<file path="src/hdl/blit_regs_pkg.sv">
// constants, state codes and helper functions for the block-transfer register bank
`default_nettype none
package blit_regs_pkg;
    // ----------------------------------------------------------------
    // register offsets
    // ----------------------------------------------------------------
    localparam logic [19:0] OFS_DEST_ADDR = 20'h40024;
    localparam logic [19:0] OFS_SRC_PITCH = 20'h4002C;
    localparam logic [19:0] OFS_SRC_ADDR = 20'h40030;
    localparam logic [19:0] OFS_CTRL = 20'h40034;
    localparam logic [19:0] OFS_DIMS = 20'h40038;
    // ----------------------------------------------------------------
    // field positions, masks and reset values
    // ----------------------------------------------------------------
    localparam int ADDR_BITS = 26;
    localparam int CTL_SOLID_PAT = 31;
    localparam int CTL_XDIR = 30;
    localparam int CTL_MSRC_TRANS = 29;
    localparam int CTL_MPAT_TRANS = 28;
    localparam int CTL_SRC_INLINE = 27;
    localparam int CTL_DEPTH_LO = 24;
    localparam int CTL_ROP_LO = 16;
    localparam int HEIGHT_LO = 16;
    localparam logic [31:0] SRC_PITCH_MASK = 32'h00003FFF;
    localparam logic [31:0] ADDR_MASK = 32'h03FFFFFF;
    localparam logic [31:0] CTRL_MASK = 32'hFFFF3FFF;
    localparam logic [31:0] DIMS_MASK = 32'h1FFF1FFF;
    localparam logic [31:0] REG_RESET = 32'h00000000;
    localparam logic [25:0] QW_STEP = 26'h0000008;
    // ----------------------------------------------------------------
    // color depth codes and engine states
    // ----------------------------------------------------------------
    localparam logic [1:0] DEPTH_8 = 2'h0;
    localparam logic [1:0] DEPTH_16 = 2'h1;
    localparam logic [1:0] DEPTH_24 = 2'h2;
    typedef enum logic [7:0] {
        S_IDLE = 8'h01, S_SRC = 8'h02, S_FILL = 8'h04, S_SRCRD = 8'h08,
        S_DEC = 8'h10, S_DRD = 8'h20, S_WR = 8'h40, S_NEXT = 8'h80
    } state_e;
    // ----------------------------------------------------------------
    // helpers
    // ----------------------------------------------------------------
    function automatic logic [1:0] bytes_per_pixel(input logic [1:0] depth);
        if (depth == DEPTH_16) return 2'h2;
        else if (depth == DEPTH_24) return 2'h3;
        else return 2'h1;
    endfunction
    function automatic logic [3:0] be_mask(input logic [1:0] bpp);
        if (bpp == 2'h3) return 4'h7;
        else if (bpp == 2'h2) return 4'h3;
        else return 4'h1;
    endfunction
    function automatic logic [25:0] add_pitch(input logic [25:0] a, input logic [13:0] p);
        return a + {{12{p[13]}}, p};
    endfunction
    function automatic logic [23:0] rop_apply(input logic [7:0] rop, input logic [23:0] p,
                                              input logic [23:0] s, input logic [23:0] d);
        logic [23:0] r;
        r = 24'h000000;
        for (int i = 0; i < 24; i++) begin
            r[i] = rop[{p[i], s[i], d[i]}];
        end
        return r;
    endfunction
endpackage
`default_nettype wire

</file>
<file path="src/hdl/blit_src_dst_rop.sv">
// block-transfer engine with source, control and destination working registers
`default_nettype none
module blit_src_dst_rop
    import blit_regs_pkg::*;
#(
    parameter int ADDR_W = ADDR_BITS
) (
    input wire logic CLK_SYS,
    input wire logic RST_N,
    input wire logic LD_VALID,
    input wire logic [19:0] LD_ADDR,
    input wire logic [31:0] LD_DATA,
    output logic LD_READY,
    input wire logic RD_EN,
    input wire logic [19:0] RD_ADDR,
    output logic [31:0] RD_DATA,
    input wire logic MONO_SRC,
    input wire logic [63:0] PAT_BITS,
    input wire logic [23:0] PAT_FG,
    input wire logic [23:0] PAT_BG,
    input wire logic [23:0] SRC_FG,
    input wire logic [23:0] SRC_BG,
    input wire logic INL_VALID,
    input wire logic [31:0] INL_DATA,
    output logic INL_READY,
    output logic MEM_REQ,
    output logic MEM_WE,
    output logic [25:0] MEM_ADDR,
    output logic [31:0] MEM_WDATA,
    output logic [3:0] MEM_BE,
    input wire logic MEM_ACK,
    input wire logic [31:0] MEM_RDATA,
    output logic BUSY
);
    // ----------------------------------------------------------------
    // elaboration check
    // ----------------------------------------------------------------
    if (ADDR_W != ADDR_BITS) begin : g_bad_addr_w
        $error("address width must be 26");
    end

    // ----------------------------------------------------------------
    // state
    // ----------------------------------------------------------------
    state_e state;
    logic [13:0] src_pitch;
    logic [25:0] src_addr;
    logic [31:0] ctrl;
    logic [25:0] dst_addr;
    logic [12:0] width;
    logic [12:0] height;
    logic [12:0] x_cnt;
    logic [12:0] xoff;
    logic [12:0] line_cnt;
    logic [2:0] pix_x;
    logic [1:0] byte_idx;
    logic [63:0] qbuf;
    logic qv;
    logic qhalf;
    logic first_q;
    logic [5:0] bptr;
    logic [13:0] quads_left;
    logic [13:0] skip_cnt;
    logic mono;
    logic mono_bit;
    logic [23:0] pix_src;
    logic [23:0] pix_dst;
    logic mem_req;
    logic mem_we;
    logic [25:0] mem_addr;
    logic [31:0] mem_wdata;
    logic [3:0] mem_be;
    logic [31:0] rd_data;
    logic [31:0] next_rd_data;

    // ----------------------------------------------------------------
    // decode and datapath
    // ----------------------------------------------------------------
    wire logic idle = (state == S_IDLE);
    wire logic ld_take = LD_VALID && idle;
    wire logic ld_pitch = ld_take && (LD_ADDR == OFS_SRC_PITCH);
    wire logic ld_src = ld_take && (LD_ADDR == OFS_SRC_ADDR);
    wire logic ld_ctrl = ld_take && (LD_ADDR == OFS_CTRL);
    wire logic ld_dims = ld_take && (LD_ADDR == OFS_DIMS);
    wire logic ld_dst = ld_take && (LD_ADDR == OFS_DEST_ADDR);
    wire logic [1:0] depth = ctrl[CTL_DEPTH_LO +: 2];
    wire logic [1:0] bpp = bytes_per_pixel(depth);
    wire logic [12:0] bpp13 = {11'h000, bpp};
    wire logic src_inline = ctrl[CTL_SRC_INLINE];
    wire logic xdir = ctrl[CTL_XDIR];
    wire logic solid = ctrl[CTL_SOLID_PAT];
    wire logic msrc_tr = ctrl[CTL_MSRC_TRANS];
    wire logic mpat_tr = ctrl[CTL_MPAT_TRANS];
    wire logic [7:0] rop = ctrl[CTL_ROP_LO +: 8];
    wire logic [12:0] xstart = xdir ? (width - bpp13) : 13'h0000;
    wire logic line_last_pix = (x_cnt + bpp13) >= width;
    wire logic line_last = (line_cnt + 13'h0001) == height;
    wire logic line_end = (state == S_NEXT) && line_last_pix;
    wire logic fb_color = !src_inline && !mono;
    wire logic need_q = mono || src_inline;
    wire logic pat_bit = solid ? 1'b0 : PAT_BITS[{line_cnt[2:0], pix_x}];
    wire logic [23:0] pat_op = pat_bit ? PAT_FG : PAT_BG;
    wire logic [23:0] src_op = mono ? (mono_bit ? SRC_FG : SRC_BG) : pix_src;
    wire logic skip_src = mono && !mono_bit && msrc_tr;
    wire logic skip_pat = !pat_bit && mpat_tr;
    wire logic keep = !skip_src && !skip_pat;
    wire logic [23:0] result = rop_apply(rop, pat_op, src_op, pix_dst);
    wire logic [25:0] pix_dst_addr = dst_addr + {13'h0000, xoff};
    wire logic [25:0] pix_src_addr = src_addr + {13'h0000, xoff};
    wire logic [7:0] q_byte = qbuf[{bptr[5:3], 3'h0} +: 8];
    wire logic q_bit = qbuf[{bptr[5:3], ~bptr[2:0]}];
    wire logic [13:0] width14 = {1'b0, width};
    wire logic [13:0] pad = (src_pitch > width14) ? (src_pitch - width14) : 14'h0000;
    wire logic fill_zero = mono && (quads_left == 14'h0000);
    wire logic fill_word = src_inline ? INL_VALID : (mem_req && MEM_ACK);
    wire logic [31:0] fill_data = src_inline ? INL_DATA : MEM_RDATA;
    wire logic fill_done = (state == S_FILL) && !fill_zero && fill_word && qhalf;
    wire logic fb_step = fill_done && !src_inline;

    // ----------------------------------------------------------------
    // register bank
    // ----------------------------------------------------------------
    always_ff @(posedge CLK_SYS or negedge RST_N) begin
        if (!RST_N) begin
            src_pitch <= REG_RESET[13:0];
            ctrl <= REG_RESET;
            width <= REG_RESET[12:0];
            height <= REG_RESET[12:0];
        end else begin
            if (ld_pitch) src_pitch <= LD_DATA[13:0];
            if (ld_ctrl) ctrl <= LD_DATA & CTRL_MASK;
            if (ld_dims) width <= LD_DATA[12:0];
            if (ld_dims) height <= LD_DATA[HEIGHT_LO +: 13];
        end
    end

    // working address registers move while the engine runs
    always_ff @(posedge CLK_SYS or negedge RST_N) begin
        if (!RST_N) begin
            src_addr <= REG_RESET[25:0];
            dst_addr <= REG_RESET[25:0];
        end else begin
            if (ld_src) src_addr <= LD_DATA[25:0];
            else if (line_end && fb_color) src_addr <= add_pitch(src_addr, src_pitch);
            else if (fb_step) src_addr <= src_addr + QW_STEP;
            if (ld_dst) dst_addr <= LD_DATA[25:0];
            else if (line_end) dst_addr <= add_pitch(dst_addr, ctrl[13:0]);
        end
    end

    // unmapped offsets read as zero; reserved bits stored as zero
    always_comb begin
        next_rd_data = 32'h00000000;
        if (RD_ADDR == OFS_SRC_PITCH) next_rd_data = {18'h00000, src_pitch};
        else if (RD_ADDR == OFS_SRC_ADDR) next_rd_data = {6'h00, src_addr};
        else if (RD_ADDR == OFS_CTRL) next_rd_data = ctrl;
        else if (RD_ADDR == OFS_DEST_ADDR) next_rd_data = {6'h00, dst_addr};
        else if (RD_ADDR == OFS_DIMS) next_rd_data = {3'h0, height, 3'h0, width};
    end

    always_ff @(posedge CLK_SYS or negedge RST_N) begin
        if (!RST_N) rd_data <= 32'h00000000;
        else if (RD_EN) rd_data <= next_rd_data;
    end

    // ----------------------------------------------------------------
    // engine
    // ----------------------------------------------------------------
    always_ff @(posedge CLK_SYS or negedge RST_N) begin
        if (!RST_N) begin
            state <= S_IDLE;
            x_cnt <= 13'h0000;
            xoff <= 13'h0000;
            line_cnt <= 13'h0000;
            pix_x <= 3'h0;
            byte_idx <= 2'h0;
            qbuf <= 64'h0000000000000000;
            qv <= 1'b0;
            qhalf <= 1'b0;
            first_q <= 1'b0;
            bptr <= 6'h00;
            quads_left <= 14'h0000;
            skip_cnt <= 14'h0000;
            mono <= 1'b0;
            mono_bit <= 1'b0;
            pix_src <= 24'h000000;
            pix_dst <= 24'h000000;
            mem_req <= 1'b0;
            mem_we <= 1'b0;
            mem_addr <= 26'h0000000;
            mem_wdata <= 32'h00000000;
            mem_be <= 4'h0;
        end else begin
            case (state)
                S_IDLE: begin
                    if (ld_dst && (width != 13'h0000) && (height != 13'h0000)) begin
                        x_cnt <= 13'h0000;
                        xoff <= xstart;
                        line_cnt <= 13'h0000;
                        pix_x <= 3'h0;
                        byte_idx <= 2'h0;
                        qv <= 1'b0;
                        qhalf <= 1'b0;
                        first_q <= 1'b1;
                        mono <= MONO_SRC;
                        quads_left <= src_pitch;
                        skip_cnt <= 14'h0000;
                        state <= S_SRC;
                    end
                end
                S_SRC: begin
                    if (!qv && need_q) begin
                        state <= S_FILL;
                    end else if (mono) begin
                        mono_bit <= q_bit;
                        bptr <= bptr + 6'h01;
                        if (bptr == 6'h3F) qv <= 1'b0;
                        state <= S_DEC;
                    end else if (src_inline) begin
                        bptr <= bptr + 6'h08;
                        if (bptr[5:3] == 3'h7) qv <= 1'b0;
                        if (skip_cnt != 14'h0000) begin
                            skip_cnt <= skip_cnt - 14'h0001;
                        end else begin
                            pix_src[{byte_idx, 3'h0} +: 8] <= q_byte;
                            if (byte_idx == (bpp - 2'h1)) begin
                                byte_idx <= 2'h0;
                                state <= S_DEC;
                            end else begin
                                byte_idx <= byte_idx + 2'h1;
                            end
                        end
                    end else begin
                        state <= S_SRCRD;
                    end
                end
                S_FILL: begin
                    if (fill_zero) begin
                        qbuf <= 64'h0000000000000000;
                        qv <= 1'b1;
                        bptr <= 6'h00;
                        state <= S_SRC;
                    end else if (!src_inline && !mem_req) begin
                        mem_req <= 1'b1;
                        mem_we <= 1'b0;
                        mem_be <= 4'hF;
                        mem_addr <= {src_addr[25:3], qhalf, 2'h0};
                    end else if (fill_word) begin
                        mem_req <= 1'b0;
                        // words pair into one quadword, low word first
                        if (!qhalf) begin
                            qbuf[31:0] <= fill_data;
                            qhalf <= 1'b1;
                        end else begin
                            qbuf[63:32] <= fill_data;
                            qhalf <= 1'b0;
                            qv <= 1'b1;
                            first_q <= 1'b0;
                            bptr <= first_q ? {src_addr[2:0], 3'h0} : 6'h00;
                            if (mono) quads_left <= quads_left - 14'h0001;
                            state <= S_SRC;
                        end
                    end
                end
                S_SRCRD: begin
                    if (!mem_req) begin
                        mem_req <= 1'b1;
                        mem_we <= 1'b0;
                        mem_be <= be_mask(bpp);
                        mem_addr <= pix_src_addr;
                    end else if (MEM_ACK) begin
                        mem_req <= 1'b0;
                        pix_src <= MEM_RDATA[23:0];
                        state <= S_DEC;
                    end
                end
                S_DEC: begin
                    state <= keep ? S_DRD : S_NEXT;
                end
                S_DRD: begin
                    if (!mem_req) begin
                        mem_req <= 1'b1;
                        mem_we <= 1'b0;
                        mem_be <= be_mask(bpp);
                        mem_addr <= pix_dst_addr;
                    end else if (MEM_ACK) begin
                        mem_req <= 1'b0;
                        pix_dst <= MEM_RDATA[23:0];
                        state <= S_WR;
                    end
                end
                S_WR: begin
                    if (!mem_req) begin
                        mem_req <= 1'b1;
                        mem_we <= 1'b1;
                        mem_be <= be_mask(bpp);
                        mem_addr <= pix_dst_addr;
                        mem_wdata <= {8'h00, result};
                    end else if (MEM_ACK) begin
                        mem_req <= 1'b0;
                        mem_we <= 1'b0;
                        state <= S_NEXT;
                    end
                end
                S_NEXT: begin
                    if (line_last_pix) begin
                        x_cnt <= 13'h0000;
                        xoff <= xstart;
                        pix_x <= 3'h0;
                        line_cnt <= line_cnt + 13'h0001;
                        if (src_inline && !mono) skip_cnt <= pad;
                        state <= line_last ? S_IDLE : S_SRC;
                    end else begin
                        x_cnt <= x_cnt + bpp13;
                        xoff <= xdir ? (xoff - bpp13) : (xoff + bpp13);
                        pix_x <= pix_x + 3'h1;
                        state <= S_SRC;
                    end
                end
                default: state <= S_IDLE;
            endcase
        end
    end

    // ----------------------------------------------------------------
    // outputs
    // ----------------------------------------------------------------
    assign LD_READY = idle;
    assign INL_READY = (state == S_FILL) && src_inline && !fill_zero;
    assign RD_DATA = rd_data;
    assign MEM_REQ = mem_req;
    assign MEM_WE = mem_we;
    assign MEM_ADDR = mem_addr;
    assign MEM_WDATA = mem_wdata;
    assign MEM_BE = mem_be;
    assign BUSY = !idle;
endmodule // blit_src_dst_rop
`default_nettype wire

</file>
<file path="config.mk">
export PLATFORM = sky130hd
export DESIGN_NAME = blit_src_dst_rop
export DESIGN_NICKNAME = d
export VERILOG_FILES = /design/src/hdl/blit_regs_pkg.sv /design/src/hdl/blit_src_dst_rop.sv
export SDC_FILE = /design/constraint.sdc
export NUM_CORES = 1
export LEC_CHECK = 0
export ABC_AREA = 1
export BUFFER_PORTS_ARGS = -buffer_cell sky130_fd_sc_hd__buf_4
export CAP_MARGIN = 30
export CORE_MARGIN = 3
export CORE_UTILIZATION = 40
export DETAILED_ROUTE_END_ITERATION = 10
export GPL_ROUTABILITY_DRIVEN = 1
export SLEW_MARGIN = 20
export SYNTH_ARGS = -nofsm -noshare
export SYNTH_HDL_FRONTEND = slang
export SYNTH_SLANG_ARGS = --single-unit
</file>
<file path="constraint.sdc">
create_clock -name CLK_SYS -period 10.3 [get_ports CLK_SYS]
set_input_delay 1.03 -clock CLK_SYS [delete_from_list [all_inputs] [get_ports CLK_SYS]]
set_output_delay 1.03 -clock CLK_SYS [all_outputs]
set_load 0.005 [all_outputs]
</file>
==> results.md <==
* Vias at 33200
* Total congestion overflow at 0
* TritonCTS Buffers at 51
* Detailed Route Iter0 Violations at 3351
* Hold_ws at 0.425 ns
* Reg-to-reg endpoint: src_addr[20]
* Worst slew pin tran at 1.03 ns
* Synth warn at 0
* Vias in the first global route at 31400
* Synthesis-to-finish area growth at 18.2%
* Die extent in y at 285 um
* Synth area leader: dfrtp_1
* Max cap viols at 0
* Buf+Inv Stages, Crit Path at 4
* Seq cells post-synth at 413
* Worst min path class: input pin to asynchronous set/reset pin
* Crit-path max cell delay at 0.73 ns
* Critical-path cell list: inv_1 > ha_1 > inv_1 > ha_1 > a21oi_1 > nor2_1 > nand4_1 > nor2_1 > nand2_1 > nor2_1 > xor2_1 > inv_1 > ha_1 > nand2_1 > nor2_1 > nand4_1 > o21bai_1 > nand3_1 > nand3_2 > nand3_2 > clkinv_1 > nand2_1 > nand2_1
* Fmax at 185 MHz
* DRT Pass-1 Iters at 6
* H-tree levels at 2
* Outcome: completed
* Post-CTS Setup Bufs at 0
* Layout cells sized above 1 at 13.1%
* Unique cell type count in the Yosys netlist at 67
* Fin crit share at 52.6%
* Post-synthesis cell count at 4528
* Clock skew at 0.0239 ns
* Final net count at 5228
* Via/cell ratio at 5.66
* Mapped Area at 0.0311 mm^2
* Worst Reg-to-Reg Cells at 23
* CTS tree: built
* Critical Path End Type: register
* Final ANT Viol Nets at 0
* Startpoint types: register
* Initial core utilization at 40.7%
* Resized cells post-CTS at 0
* Top cells by area, synth: dfrtp_1 (33%), nand2_1 (14%), o21ai_0 (7.7%), nand3_1 (6.9%), inv_1 (5.2%)
* DP HPWL at 96.1 mm
* Ant diodes at 0
* FP Rows at 101
* Syn Area/Cell at 6.87 um^2
* Drt wl/cell at 21.6 um
* Top_reg_cell synth: dfrtp_1
* RSZ-0062 raised after global routing: no
* Power density over the cells at 112 mW/mm^2
* Sequential area share after synthesis at 33.2%
* Boundary pin count at 402
* Top-area cell type share of the netlist area at 33.1%
* Tmin final at 5.41 ns
* Die width at 285 um
* Drt total wl at 127 mm
* WS Path Type: register to register
* Crit-path slowest cell: nand3_2
* Die area at 0.0812 mm^2
* Initial antenna violation count at 4
* FFs w/ async S/R, synth at 100%
* Clock Path Buffers at 3
* Lkg Pwr at 18.1 nW
* Total track usage at 30.1%
* Final GP Congestion at 0.993
* Critical path depth at 23
* Worst flop-to-flop path startpoint: ctrl[24]
* PortBufs at 393
* Setup TNS at 0 ns
* Critical Path AT at 5.90 ns
* CTS Sinks at 413
* # DRC at 0
* Post-synth EDFFs at 0
* CP Launch Point: ctrl[24]
* CTS root buffer: clkbuf_16
* CP Max Fanout at 37
* First-pass GRT wire length at 191 mm
* Worst-path clk slew at 0.06 ns
* Core Area at 0.0765 mm^2
* Hold Vio Cnt, Final at 0
* Worst IR Drop VDD at 0.119 mV
* CP Capture Point: src_addr[20]
* Rel. slew slack at 31.2%
* Reg2Reg Setup Slack at 4.89 ns
* Required @ worst endpoint at 10.79 ns
* Slew Viols, Final at 0
* Clock Latency Late Sink at 0.62 ns
* CTS Hold Bufs at 0
* Largest net degree at the start of global routing at 91
* Family with the most delay on the worst path: simple AND/OR/NAND/NOR gates
* Final setup vio count at 0
==> final cells by class <==
type	instances	area, um^2
Clock buffer	64	1440
Clock inverter	30	443
Fill cell	7831	39700
Inverter	466	1750
Multi-Input combinational cell	3427	18000
Sequential cell	413	10300
Tap cell	1030	1290
Timing Repair Buffer	441	3470
==> cells in the mapped netlist, types with 44 or more instances <==
master,number
a21oi_1,222
buf_2,44
clkbuf_1,142
dfrtp_1,412
ha_1,118
inv_1,435
nand2_1,1160
nand3_1,428
nor2_1,297
nor3_1,47
o211ai_1,90
o21a_1,51
o21ai_0,478
o221ai_1,46
o22ai_1,112
xor2_1,78
==> through the flow <==
step                std cells  setup WS (ns)  cell area (um^2)  power, mW  utilization [%]
finish                   5871           4.89             36800       4.12             48.1
global route             5871           4.39             36800       4.26             48.1
CTS                      5864           4.91             36700       4.15             47.9
detailed placement       5770           4.93             34800       2.11             45.5
global placement         5759           5.05             34600       2.10             45.3
floorplan                4535           6.57             31100       1.88                -
==> how the worst min path moves through the flow <==
stage                  start             to
6_report               RST_N       qbuf[63]
5_1_grt                RST_N       qbuf[63]
4_1_cts                RST_N       qbuf[63]
3_5_place_dp   MEM_WDATA[14]  MEM_WDATA[14]
3_3_place_gp   quads_left[0]  quads_left[0]
2_1_floorplan       ctrl[26]       ctrl[26]
==> layer usage <==
layer	wire length (um)	track usage [%]	vias up
met5	26	0	-
met4	5370	11.6	4
met3	10700	5.08	237
met2	58200	49.0	1457
met1	52400	39.9	15700
li1	-	-	15800
==> state kept, by name, summed over array words and instances, names as in the netlist, 13 cells and up <==
register,flops
MEM_ADDR,26
MEM_WDATA,24
RD_DATA,32
ctrl,30
dst_addr,26
height,13
line_cnt,13
pix_dst,24
pix_src,24
qbuf,64
quads_left,14
skip_cnt,14
src_addr,26
src_pitch,14
width,13
x_cnt,13
xoff,13
==> placed cells by master, fill, tap and decap left out, drive strengths merged, types with 13 or more instances in the layout <==
cell type and count:
o221ai 46, or2 26, dfrtp 412, xnor2 35
nand4 47, nor2 306, nand3 432, xor2 78
o21bai 13, buf 441, o211ai 90, o21ai 507
o22ai 112, a21oi 224, a22oi 26, o21a 51
nor4 19, clkinv 22, inv 459, clkbuf 64
ha 118, nand2 1168, nor3 49
==> report_power, final <==
group          internal [mW]  switching, mW
Combinational          0.172          0.276
Sequential              1.63        0.00745
Clock                   1.24          0.798
==> kinds of logic after synthesis <==
logic type / Yosys count / share of synthesized area, %
mux: 4 / 0.141
flops: 413 / 33.2
simple gates: 2065 / 28.4
xor+xnor: 113 / 3.18
buf+inv: 695 / 8.92
other cells: 1 / 0.0121
compound gates: 1112 / 20.9
fa+ha+maj: 125 / 5.20
No activity file was read; power rests on OpenSTA's default activity.
